`config.mk`:
```
export PLATFORM = sky130hd
export DESIGN_NAME = asd_top
export DESIGN_NICKNAME = d
export VERILOG_FILES = /design/src/design/asd_pkg.sv /design/src/design/asd_top.sv /design/src/design/asd_dec_filter.sv /design/src/design/asd_ddr_ser.sv
export SDC_FILE = /design/constraint.sdc
export NUM_CORES = 2
export LEC_CHECK = 0
export ABC_AREA = 1
export BUFFER_PORTS_ARGS = -buffer_cell sky130_fd_sc_hd__buf_2
export CORE_MARGIN = 8
export CORE_UTILIZATION = 23
export CTS_CLUSTER_DIAMETER = 80
export DETAILED_ROUTE_END_ITERATION = 8
export SYNTH_ARGS = -nofsm -noshare
export SYNTH_HDL_FRONTEND = slang
export SYNTH_HIERARCHICAL = 1
export SYNTH_SLANG_ARGS = --single-unit
```
`constraint.sdc`:
```
create_clock -name i_clk -period 6.5 [get_ports i_clk]
set_input_delay 0.325 -clock i_clk [delete_from_list [all_inputs] [get_ports i_clk]]
set_output_delay 0.325 -clock i_clk [all_outputs]
set_load 0.01 [all_outputs]
```
`src/design/asd_pkg.sv`:
```
// shared constants and carrier types for the converter back end
package asd_pkg;

  localparam int CH      = 2;   // channels
  localparam int SW      = 14;  // full resolution sample width
  localparam int RES_LO  = 9;   // reduced resolution width
  localparam int PAIRS   = 7;   // ddr pairs per channel
  localparam int NS_W    = SW - RES_LO; // bits dropped in 9-bit mode
  localparam int GAIN_W  = 2;   // filter gain shift field width

  // filter order and tap counts
  localparam int ORD_LO  = 12;
  localparam int ORD_HI  = 20;
  localparam int TAPS_LO = ORD_LO + 1;
  localparam int TAPS_HI = ORD_HI + 1;
  localparam int SH_LO   = 4;   // output scaling, 12th order
  localparam int SH_HI   = 5;   // output scaling, 20th order

  // clock and divider
  localparam int CLK_NS     = 4;  // sample clock period
  localparam int DIV_RATIO  = 2;  // sample clock divide ratio

  // output swing table in millivolts, index 0 is nominal
  localparam logic [2:0] SWING_SEL_RST = 3'h0;
  localparam logic [9:0] SWING_NOM_MV  = 10'h15E;
  localparam logic [9:0] SWING_MV_TAB [8] = '{
    10'h15E, 10'h078, 10'h0C8, 10'h0FA, 10'h12C, 10'h190, 10'h1F4, 10'h258};

  // divider phase
  typedef enum logic {PH_EVEN, PH_ODD} asd_phase_e;
  localparam asd_phase_e PH_RST   = PH_EVEN;
  localparam asd_phase_e PH_ALIGN = PH_EVEN;

  // configuration bits
  typedef struct packed {
    logic [CH-1:0]     hp;        // high-pass per channel
    logic [CH-1:0]     ord20;     // 20th order per channel
    logic              bypass;    // decimation filter bypass
    logic              res14;     // 14-bit output mode
    logic              ns_en;     // noise shaping in 9-bit mode
    logic              align_input_disable;
    logic [GAIN_W-1:0] gain_sh;   // filter gain, left shift
    logic [2:0]        swing;     // output swing select
  } asd_cfg_s;

  localparam asd_cfg_s CFG_RST = '{hp: '0, ord20: '0, bypass: 1'b0, res14: 1'b1,
    ns_en: 1'b0, align_input_disable: 1'b0, gain_sh: '0, swing: SWING_SEL_RST};

  // one channel of ddr output
  typedef struct packed {
    logic [PAIRS-1:0] pair;
    logic             out_clock;
  } asd_ddr_s;

endpackage : asd_pkg

```
`src/design/asd_top.sv`:
```
// clock divider, alignment, filter path and ddr output of the dual receiver
`timescale 1ns/100ps
module asd_top (
  input  wire logic                          i_clk,
  input  wire logic                          i_rst_n,
  input  wire logic                          i_ce,
  input  wire logic                          i_align_in_pos,
  input  wire logic                          i_align_in_neg,
  input  wire asd_pkg::asd_cfg_s             i_cfg,
  input  wire logic signed [asd_pkg::SW-1:0] i_raw [asd_pkg::CH],
  output logic                               o_sub_even_en,
  output logic                               o_sub_odd_en,
  output asd_pkg::asd_ddr_s                  o_ddr [asd_pkg::CH],
  output logic [9:0]                         o_swing_mv
);
  import asd_pkg::*;

  asd_cfg_s            cfg_q;
  asd_phase_e          phase;
  logic                pos_s1;
  logic                pos_s2;
  logic                neg_s1;
  logic                neg_s2;
  logic                diff_q;
  logic                diff_lvl;
  logic                align_rise;
  logic signed [SW-1:0] filt_out [CH];
  logic signed [SW-1:0] byp_q    [CH];
  logic [SW-1:0]       word_q   [CH];
  logic [NS_W-1:0]     ns_err   [CH];

  // saturating left shift for the filter gain
  function automatic logic signed [SW-1:0] gain_shl(input logic signed [SW-1:0] x,
                                                    input logic [GAIN_W-1:0] sh);
    logic signed [SW+2:0] w;
    w = {{3{x[SW-1]}}, x} <<< sh;
    if (w[SW+2:SW-1] == '0 || w[SW+2:SW-1] == '1) return w[SW-1:0];
    return w[SW+2] ? {1'b1, {(SW-1){1'b0}}} : {1'b0, {(SW-1){1'b1}}};
  endfunction : gain_shl

  // add the carried error to a sample, clamping at the top code
  function automatic logic signed [SW-1:0] add_err(input logic signed [SW-1:0] x,
                                                   input logic [NS_W-1:0] e);
    logic signed [SW:0] t;
    t = {x[SW-1], x} + {{(SW+1-NS_W){1'b0}}, e};
    if (t[SW] != t[SW-1]) return {1'b0, {(SW-1){1'b1}}};
    return t[SW-1:0];
  endfunction : add_err

  ////////////////////////////////////////////////////////////////////////////
  // configuration

  // settings held in flops so reset gives defined modes
  always_ff @(posedge i_clk) begin
    if (!i_rst_n) begin
      cfg_q <= CFG_RST;
    end else if (i_ce) begin
      cfg_q <= i_cfg;
    end
  end

  // output swing level to the line drivers
  always_ff @(posedge i_clk) begin
    if (!i_rst_n) begin
      o_swing_mv <= SWING_NOM_MV;
    end else if (i_ce) begin
      o_swing_mv <= SWING_MV_TAB[cfg_q.swing];
    end
  end

  ////////////////////////////////////////////////////////////////////////////
  // align input

  // two-flop synchronisers on both pins
  always_ff @(posedge i_clk) begin
    if (!i_rst_n) begin
      pos_s1 <= 1'b0;
      pos_s2 <= 1'b0;
      neg_s1 <= 1'b1;
      neg_s2 <= 1'b1;
    end else if (i_ce) begin
      pos_s1 <= i_align_in_pos;
      pos_s2 <= pos_s1;
      neg_s1 <= i_align_in_neg;
      neg_s2 <= neg_s1;
    end
  end

  // differential level: positive pin above negative pin
  assign diff_lvl = pos_s2 & ~neg_s2;

  // previous level for edge detection
  always_ff @(posedge i_clk) begin
    if (!i_rst_n) begin
      diff_q <= 1'b0;
    end else if (i_ce) begin
      diff_q <= diff_lvl;
    end
  end

  // any rising edge is taken as alignment unless disabled
  assign align_rise = diff_lvl & ~diff_q & ~cfg_q.align_input_disable;

  ////////////////////////////////////////////////////////////////////////////
  // clock divider

  // divide by two; free phase until an align rise forces even
  always_ff @(posedge i_clk) begin
    if (!i_rst_n) begin
      phase <= PH_RST;
    end else if (i_ce) begin
      if (align_rise) begin
        phase <= PH_ALIGN;
      end else begin
        phase <= (phase == PH_EVEN) ? PH_ODD : PH_EVEN;
      end
    end
  end

  // sub-converter strobes follow the divider
  assign o_sub_even_en = (phase == PH_EVEN);
  assign o_sub_odd_en  = (phase == PH_ODD);

  ////////////////////////////////////////////////////////////////////////////
  // per channel data path

  generate
    for (genvar c = 0; c < CH; c++) begin : g_ch
      logic signed [SW-1:0] src;
      logic signed [SW-1:0] ns_sum;

      asd_dec_filter #(
        .W  (SW),
        .NT (TAPS_HI)
      ) u_filt (
        .i_clk    (i_clk),
        .i_rst_n  (i_rst_n),
        .i_ce     (i_ce),
        .i_load   (phase == PH_ODD),
        .i_hp     (cfg_q.hp[c]),
        .i_ord20  (cfg_q.ord20[c]),
        .i_sample (i_raw[c]),
        .o_sample (filt_out[c])
      );

      // bypass path keeps the raw sample of each odd phase
      always_ff @(posedge i_clk) begin
        if (!i_rst_n) begin
          byp_q[c] <= '0;
        end else if (i_ce && phase == PH_ODD) begin
          byp_q[c] <= i_raw[c];
        end
      end

      // gain only applies to filtered data
      assign src    = cfg_q.bypass ? byp_q[c]
                                   : gain_shl(filt_out[c], cfg_q.gain_sh);
      assign ns_sum = add_err(src, ns_err[c]);

      // resolution select and noise shaping
      always_ff @(posedge i_clk) begin
        if (!i_rst_n) begin
          word_q[c] <= '0;
          ns_err[c] <= '0;
        end else if (i_ce && phase == PH_EVEN) begin
          if (cfg_q.res14) begin
            word_q[c] <= src;
            ns_err[c] <= '0;
          end else if (cfg_q.ns_en) begin
            word_q[c] <= {{NS_W{1'b0}}, ns_sum[SW-1:NS_W]};
            ns_err[c] <= ns_sum[NS_W-1:0];
          end else begin
            word_q[c] <= {{NS_W{1'b0}}, src[SW-1:NS_W]};
            ns_err[c] <= '0;
          end
        end
      end

      asd_ddr_ser u_ser (
        .i_clk   (i_clk),
        .i_rst_n (i_rst_n),
        .i_ce    (i_ce),
        .i_phase (phase),
        .i_res14 (cfg_q.res14),
        .i_word  (word_q[c]),
        .o_ddr   (o_ddr[c])
      );
    end
  endgenerate
endmodule : asd_top

```
`src/design/asd_dec_filter.sv`:
```
// decimating low-pass / high-pass filter for one channel
`timescale 1ns/100ps
module asd_dec_filter #(
  parameter int W  = asd_pkg::SW,
  parameter int NT = asd_pkg::TAPS_HI
) (
  input  wire logic                i_clk,
  input  wire logic                i_rst_n,
  input  wire logic                i_ce,
  input  wire logic                i_load,
  input  wire logic                i_hp,
  input  wire logic                i_ord20,
  input  wire logic signed [W-1:0] i_sample,
  output logic signed [W-1:0]      o_sample
);
  import asd_pkg::*;

  logic signed [W-1:0] tap  [NT];
  logic signed [W+4:0] term [NT];
  logic signed [W+4:0] acc;

  // delay line on interleaved even/odd samples
  always_ff @(posedge i_clk) begin
    if (!i_rst_n) begin
      for (int k = 0; k < NT; k++) tap[k] <= '0;
    end else if (i_ce) begin
      tap[0] <= i_sample;
      for (int k = 1; k < NT; k++) tap[k] <= tap[k-1];
    end
  end

  // taps: beyond the order are muted, odd taps negated for high-pass
  generate
    for (genvar k = 0; k < NT; k++) begin : g_tap
      logic signed [W+4:0] ext;
      assign ext     = {{5{tap[k][W-1]}}, tap[k]};
      assign term[k] = (!i_ord20 && k >= TAPS_LO) ? '0 :
                       (i_hp && (k % 2 == 1)) ? -ext : ext;
    end
  endgenerate

  // adder tree
  always_comb begin
    acc = '0;
    for (int k = 0; k < NT; k++) acc = acc + term[k];
  end

  // decimated output, one word per two input samples
  always_ff @(posedge i_clk) begin
    if (!i_rst_n) begin
      o_sample <= '0;
    end else if (i_ce && i_load) begin
      o_sample <= i_ord20 ? W'(acc >>> SH_HI) : W'(acc >>> SH_LO);
    end
  end

endmodule : asd_dec_filter

```
`src/design/asd_ddr_ser.sv`:
```
// two bits per pair per output clock period serializer
`timescale 1ns/100ps
module asd_ddr_ser (
  input  wire logic                  i_clk,
  input  wire logic                  i_rst_n,
  input  wire logic                  i_ce,
  input  wire asd_pkg::asd_phase_e   i_phase,
  input  wire logic                  i_res14,
  input  wire logic [asd_pkg::SW-1:0] i_word,
  output asd_pkg::asd_ddr_s          o_ddr
);
  import asd_pkg::*;

  logic [SW-1:0] hold;

  // pick one bit of each pair: even bits on rising half, odd on falling
  function automatic logic [PAIRS-1:0] half_bits(input logic [SW-1:0] w,
                                                 input logic odd, input logic res14);
    logic [PAIRS-1:0] r;
    r = '0;
    for (int k = 0; k < PAIRS; k++) begin
      if (res14 || (2*k + int'(odd)) < RES_LO) r[k] = w[2*k + int'(odd)];
    end
    return r;
  endfunction : half_bits

  // word taken at the end of the odd phase
  always_ff @(posedge i_clk) begin
    if (!i_rst_n) begin
      hold <= '0;
    end else if (i_ce && i_phase == PH_ODD) begin
      hold <= i_word;
    end
  end

  // registered pins, clock high with even bits
  always_ff @(posedge i_clk) begin
    if (!i_rst_n) begin
      o_ddr <= '0;
    end else if (i_ce) begin
      o_ddr.out_clock <= (i_phase == PH_EVEN);
      o_ddr.pair      <= half_bits(hold, i_phase == PH_ODD, i_res14);
    end
  end

endmodule : asd_ddr_ser

```
; ---- After elaboration in Yosys (flattened, before gate mapping)
; Memory sizes are Yosys's and may differ from the RTL's. A register that Yosys moved wholly into a read port is not among the register bits.
; Cells that the tools add are included.
[word_totals]
input_bits = 46
memories = 6
register_bits = 62
romBits = 80
wordCells = 380
out_inout_bits = 28
ramBits = 654
[memory_table]
columns = memory, words, word_bits, read_ports, rd_clocked_by_memory_dff, wr, line_no
row1 = g_ch[0].u_filt.tap, 21, 14, 21, 0, 21, asd_dec_filter.sv:18  ; logic signed [W-1:0] tap [NT];
row2 = g_ch[1].u_filt.tap, 21, 14, 21, 0, 21, asd_dec_filter.sv:18
row3 = (no name shown), 8, 10, 1, 1, 0, asd_top.sv:67  ; o_swing_mv <= SWING_MV_TAB[cfg_q.swing];
row4 = byp_q, 2, 14, 2, 0, 2, asd_top.sv:28  ; logic signed [SW-1:0] byp_q [CH];
row5 = word_q, 2, 14, 2, 2, 2, asd_top.sv:29  ; logic [SW-1:0] word_q [CH];
row6 = ns_err, 2, 5, 2, 0, 2, asd_top.sv:30  ; logic [NS_W-1:0] ns_err [CH];
[classes]
order_cmp = 14
n_eq_ne = 4
shift = 2
reduce_logical = 16
bitwise = 64
n_addsub = 68
mux = 187
[ops]
columns = operator, n
row1 = 14-bit two-way mux, 64
row2 = 19-bit two-way mux, 36
row3 = 19-bit adder, 26
row4 = 19-bit negation, 20
row5 = 19-bit by 14-bit adder with 19-bit output, 12
row6 = 32-bit by 5-bit less-than comparator with 1-bit output (second input constant), 6
row7 = 32-bit by 6-bit less-than comparator with 1-bit output (second input constant), 6
row8 = 1-bit two-way mux, 69
row9 = 1-bit bitwise OR, 56
row10 = 1-bit binary-select mux with 4-bit select, 12
row11 = 14-bit by 19-bit adder with 19-bit output, 2
row12 = 17-bit by 2-bit <<< shifter with 17-bit output, 2
row13 = 14-bit by 6-bit adder with 15-bit output, 2
row14 = 5-bit two-way mux, 6
row15 = 4-bit by 1-bit adder with 5-bit output (first input constant), 3
row16 = 1-bit logical OR, 9
row17 = 3-bit by 1-bit adder with 4-bit output (first input constant), 2
row18 = 4-bit == test (second input constant), 2
row19 = 4-bit logical NOT, 2
row20 = 1-bit by 5-bit less-than comparator with 1-bit output (second input constant), 1
row21 = 1-bit by 4-bit less-than comparator with 1-bit output (second input constant), 1
row22 = 1-bit NOT, 4
row23 = 3-bit NOT with 4-bit output, 1
row24 = 2-bit by 1-bit adder with 3-bit output (first input constant), 1
row25 = 4 further kinds, 10

; ---- Longest topological paths before layout
; An unclocked memory read counts as a cell.
[logic_depth]
word_depth = 24
depth_mapped = 41
depth_no_buf = 41

; ---- Modules after synthesis
; Netlist, hierarchy kept.
[by_module_without_submodules]
columns = mod, n_inst, cells_per_inst, seq_area_each_um2, area_per_inst_um2
row1 = asd_dec_filter at g_ch[1].u_filt, 1, 2649, 9108.7, 24658.6
row2 = asd_dec_filter at g_ch[0].u_filt, 1, 2628, 9108.7, 24253.3
row3 = asd_top, 1, 758, 2542.4, 5940.7
row4 = asd_ddr_ser, 2, 120, 440.4, 959.7

; ---- Worst setup path after synthesis
; Ideal clock, no wire load.
[synth_path]
path_type = reg2reg
from = register cfg_q[12] (netlist bit)
to = register g_ch[1].u_filt.o_sample[7]
n_path_buf = 4
t_arrival_ns = 6.610
synth_period_minus_slack_ns = 6.742
stages_incl_launch_ff = 32
setup_ns = 0.132
setup_slack_ns = -0.242
required_time_ns = 6.368
path_cell_list = dfxtp_1 -> buf_4 -> inv_2 -> buf_4 -> clkbuf_1 -> buf_1 -> nor2_1 -> xor2_1 -> fa_1 -> inv_1 -> fa_1 -> inv_1 -> fa_1 -> inv_1 -> fa_1 -> fa_1 -> fa_1 -> inv_1 -> fa_1 -> inv_1 -> ha_1 -> nand2_1 -> o21a_1 -> o21ai_2 -> nand2_1 -> nand2_1 -> nand2_1 -> o21ai_1 -> xor2_1 -> nand2_1 -> o211ai_1 -> a21oi_1
[synth_between]
elab_chain_len = 22
elab_cells_between_ends = 35
cone_classes = 20 x add/sub / 15 x mux
[synth_lines]
columns = element, line_no
row1 = start: declaration, asd_top.sv:18  ; asd_cfg_s cfg_q;
row2 = start signal: assignment, asd_top.sv:58  ; cfg_q <= i_cfg;
row3 = 19-bit two-way mux, asd_dec_filter.sv:38  ; (i_hp && (k % 2 == 1)) ? -ext : ext;
row4 = 14-bit by 19-bit adder with 19-bit output, asd_dec_filter.sv:45  ; for (int k = 0; k < NT; k++) acc = acc + term[k];
row5 = 19-bit by 14-bit adder with 19-bit output, asd_dec_filter.sv:45
row6 = 19-bit adder, asd_dec_filter.sv:45
row7 = 19-bit by 14-bit adder with 19-bit output, asd_dec_filter.sv:45
row8 = 19-bit adder, asd_dec_filter.sv:45
row9 = 19-bit by 14-bit adder with 19-bit output, asd_dec_filter.sv:45
row10 = 19-bit adder, asd_dec_filter.sv:45
row11 = 19-bit by 14-bit adder with 19-bit output, asd_dec_filter.sv:45
row12 = 19-bit adder, asd_dec_filter.sv:45
row13 = 19-bit by 14-bit adder with 19-bit output, asd_dec_filter.sv:45
row14 = 19-bit adder, asd_dec_filter.sv:45
row15 = 19-bit by 14-bit adder with 19-bit output, asd_dec_filter.sv:45
row16 = 19-bit adder (6 in series), asd_dec_filter.sv:45
row17 = 19-bit adder (*) (2 in series), asd_dec_filter.sv:45
row18 = 14-bit two-way mux (*), asd_dec_filter.sv:53  ; o_sample <= i_ord20 ? W'(acc >>> SH_HI) : W'(acc >>> SH_LO);
row19 = end signal: assignment, asd_dec_filter.sv:53
row20 = end: declaration, asd_dec_filter.sv:14  ; output logic signed [W-1:0] o_sample
; Every way passes the cells marked *; elsewhere a longest branch is shown, timed or not.
; A chain may end at the register's enable or synchronous reset.

==> reports/metrics.yaml <==
area_delta_synth_final_pct: 25.9
start_util_pct: 23.1
failed_checks: "negative setup slack"
tightest_slew_ps: 1240
clock-sinks: 754
nNetsFinal: 7745
grt_pass1_vias: 44590
max_stage_delay_ps: 560
finalCritPeriodShare_pct: 112
insertion_delay_ps: 740
endpoint: "g_ch[1].u_filt/o_sample[13]"
yosys.area_share.xor_xnor_pct: 2.81
status: "complete, but fails checks"
grt_max_degree: 172
drc_errors: 0
antenna_found_initial: 2
synth.avg_cell_area_um2: 9.05
ys.flop_type: "edfxtp_1"
cp-end-kind: "register"
synthTopCellsByArea: "edfxtp_1 35%, fa_1 22%, inv_1 10%"
dieArea_mm2: 0.263
r2r_slack_ps: -760
drt-initial-drc-count: 2656
crit_start: "g_ch[1].u_filt/tap[0][210]"
yosysTopAreaCell: "edfxtp_1"
design_area_mm2: 0.0715
setup_slack_ps: -764
maxSlewHeadroom_pct: 17.3
placed_cell_area_mm2: 0.0655
critPathSlowestCell: "fa_1"
drtPass1Iterations: 5
die_w_um: 513
htree_levels: 3
cts_buffers: 95
critPathTopFamily: "adder cells"
yosysTopAreaCellShare_pct: 34.6
cts_tree: "done"
synth_area_mm2: 0.0568
drv_slew: 0
setup_viol: 27
synth_top_family_by_area: "adder cells"
synthAdderAreaFrac_pct: 24.3
synth_compound_area_share_pct: 5.61
ys_seq_area_share_pct: 38.1
hold_viol: 0
rr_worst_depth: 37
async_flop_share_pct: 0
routed_wl_mm: 152
max_freq_ghz: 0.138
worst-path-max-fanout: 3
synthDistinctLibCells: 65
core_mm2: 0.246
track_usage_pct: 11.4
via_per_inst: 4.11
rows: 182
criticalPathCategory: "reg2reg"
hold_class: "in2reg"
yosys.area_share.simple_pct: 16.9
period_needed_ps: 7260
muxShareOfSynthArea_pct: 0.0529
die_height_um: 513
cp_common_cell: "fa_1"
crit_cells: 37
reg2reg_to: "g_ch[1].u_filt/o_sample[13]"
synthCells: 6275
synth_edf_count: 654
crit_required_ps: 7070
dp_hpwl_mm: 114
fin_worst_skew_ps: 77.4
root_buffer: "clkbuf_16"
max-cap-violations: 0
synth-warning-count: 6
via_count: 42211
grt-ovfl-total: 0
cp-start-kind: "register"
clkTransAtPathRegs_ps: 60
place.port_buffers: 72
synth-seq-cells: 754
highest_layer: "met4"
drive_above_1_share_pct: 21.2
cp_num_buf_inv: 11
wl_per_cell_um: 14.8
met3_wirelength_mm: 6.62
worstReg2RegStart: "g_ch[1].u_filt/tap[0][210]"
grt_first_pass_wirelength_mm: 243
rsz0062_at_grt: "yes"
drtAntennaViolNets: 0
synth_nets: 7041
clock_path_buffers: 3
place.gp.congestion: 0.847
ios: 74
wl_met1_mm: 65.3
cp.arrival_ps: 7840
route.met2.wl_mm: 75.6
==> area by class of cell <==
type / instances / area (µm²)
Antenna cell: 2 / 5.00
Clock buffer: 128 / 2690
Clock inverter: 48 / 529
Fill cell: 25542 / 174000
Inverter: 1613 / 6080
Multi-Input combinational cell: 3722 / 30100
Sequential cell: 754 / 21700
Tap cell: 3220 / 4030
Timing Repair Buffer: 793 / 6350
==> sequential cells by signal, summed over array words and instances, names as in the netlist, 9 cells and up <==
name	count
ns_err	10
byp_q	28
g_ch.u_filt/tap	588
g_ch.u_ser/hold	28
cfg_q	13
o_swing_mv	9
g_ch.u_ser/o_ddr	16
word_q	28
g_ch.u_filt/o_sample	28
==> placed cells by master (no fill, tap or decap), types with 35 or more instances in the layout <==
cell       count
a21oi_1      165
buf_2         71
buf_4        634
buf_6         35
clkbuf_16     99
dfxtp_1       96
edfxtp_1     654
fa_1         608
ha_1          46
inv_1       1502
inv_2        102
nand2_1      854
nand2_2       80
nand3_1      202
nand3_2       40
nor2_1       838
nor2_2        54
o21ai_0      206
o21ai_1       36
xor2_1       157
==> repair_timing <==
item,4_1_cts,5_1_grt
gates resized for setup,314,141
setup endpoints to repair,27,28
hold buffers,25,1
endpoints found under the hold margin,36,1
gates cloned,4,0
pin swaps,250,133
buffers inserted,55,18
==> through the flow <==
stage          utilization, %  hold WS, ps  std cells  setup WS (ps)  TNS (ps)
6_report                 29.1         46.0      10280           -764    -12700
5_1_grt                  29.1         15.4      10279          -1120    -20630
4_1_cts                  28.8         3.05      10262           -726    -11620
3_5_place_dp             26.6          448      10006           -998    -16700
3_3_place_gp             26.6          443      10006          -1010    -15990
2_1_floorplan               -          429       6275          -66.8      -121
==> cells by family after synthesis <==
kind of cell             after synthesis
AO/OA/AOI/OAI                        565
XOR/XNOR                             182
adder cells (fa/ha/maj)              720
buffers and inverters               1799
flip-flops                           754
multiplexers                           3
other                                  1
AND/OR/NAND/NOR                     2251
==> worst min path at each step <==
stage                                     end                   start  cells after the start  slack [ps]
finish                               cfg_q[3]                i_cfg[3]                      3          50
global route         g_ch[1].u_filt/tap[0][5]                i_raw[5]                      3          20
CTS                 g_ch[1].u_filt/tap[0][11]               i_raw[11]                      3           3
detailed placement     g_ch[0].u_ser/hold[13]  g_ch[0].u_ser/hold[13]                      2         450
global placement                       neg_s1                  neg_s1                      2         440
floorplan                              neg_s1                  neg_s1                      2         430
==> tightest hold or removal path, stage by stage <==
cell and delay (ps):
buf_2 70, o21ai_0 160, a21oi_1 150
==> Yosys cell counts, types with 11 or more instances <==
library cell,count
inv_1,1558
nand2_1,893
nor2_1,862
edfxtp_1,654
fa_1,636
nand3_1,242
o21ai_0,232
a21oi_1,191
xor2_1,164
clkbuf_1,119
dfxtp_1,100
ha_1,84
nand2_2,53
nor3_1,53
inv_2,49
nor2_2,48
buf_1,29
o21ai_1,20
o31ai_1,19
o21ai_2,18
xnor2_1,18
o211ai_1,16
a31oi_1,15
nand3_2,15
nand4_1,15
nand3b_1,14
buf_2,12
buf_4,12
nand2_4,12
buf_6,11
==> layer usage <==
| metal | vias to the layer above | global-route usage (%) |
|---|---|---|
| met2 | 885 | 19.9 |
| li1 | 20416 | - |
| met4 | 0 | 3.44 |
| met1 | 20677 | 14.6 |
| met5 | - | 0 |
| met3 | 233 | 1.62 |
Power is left out: the tool's default activity adds up to more than one toggle a clock period on the data nets, which glitch-free logic cannot reach.
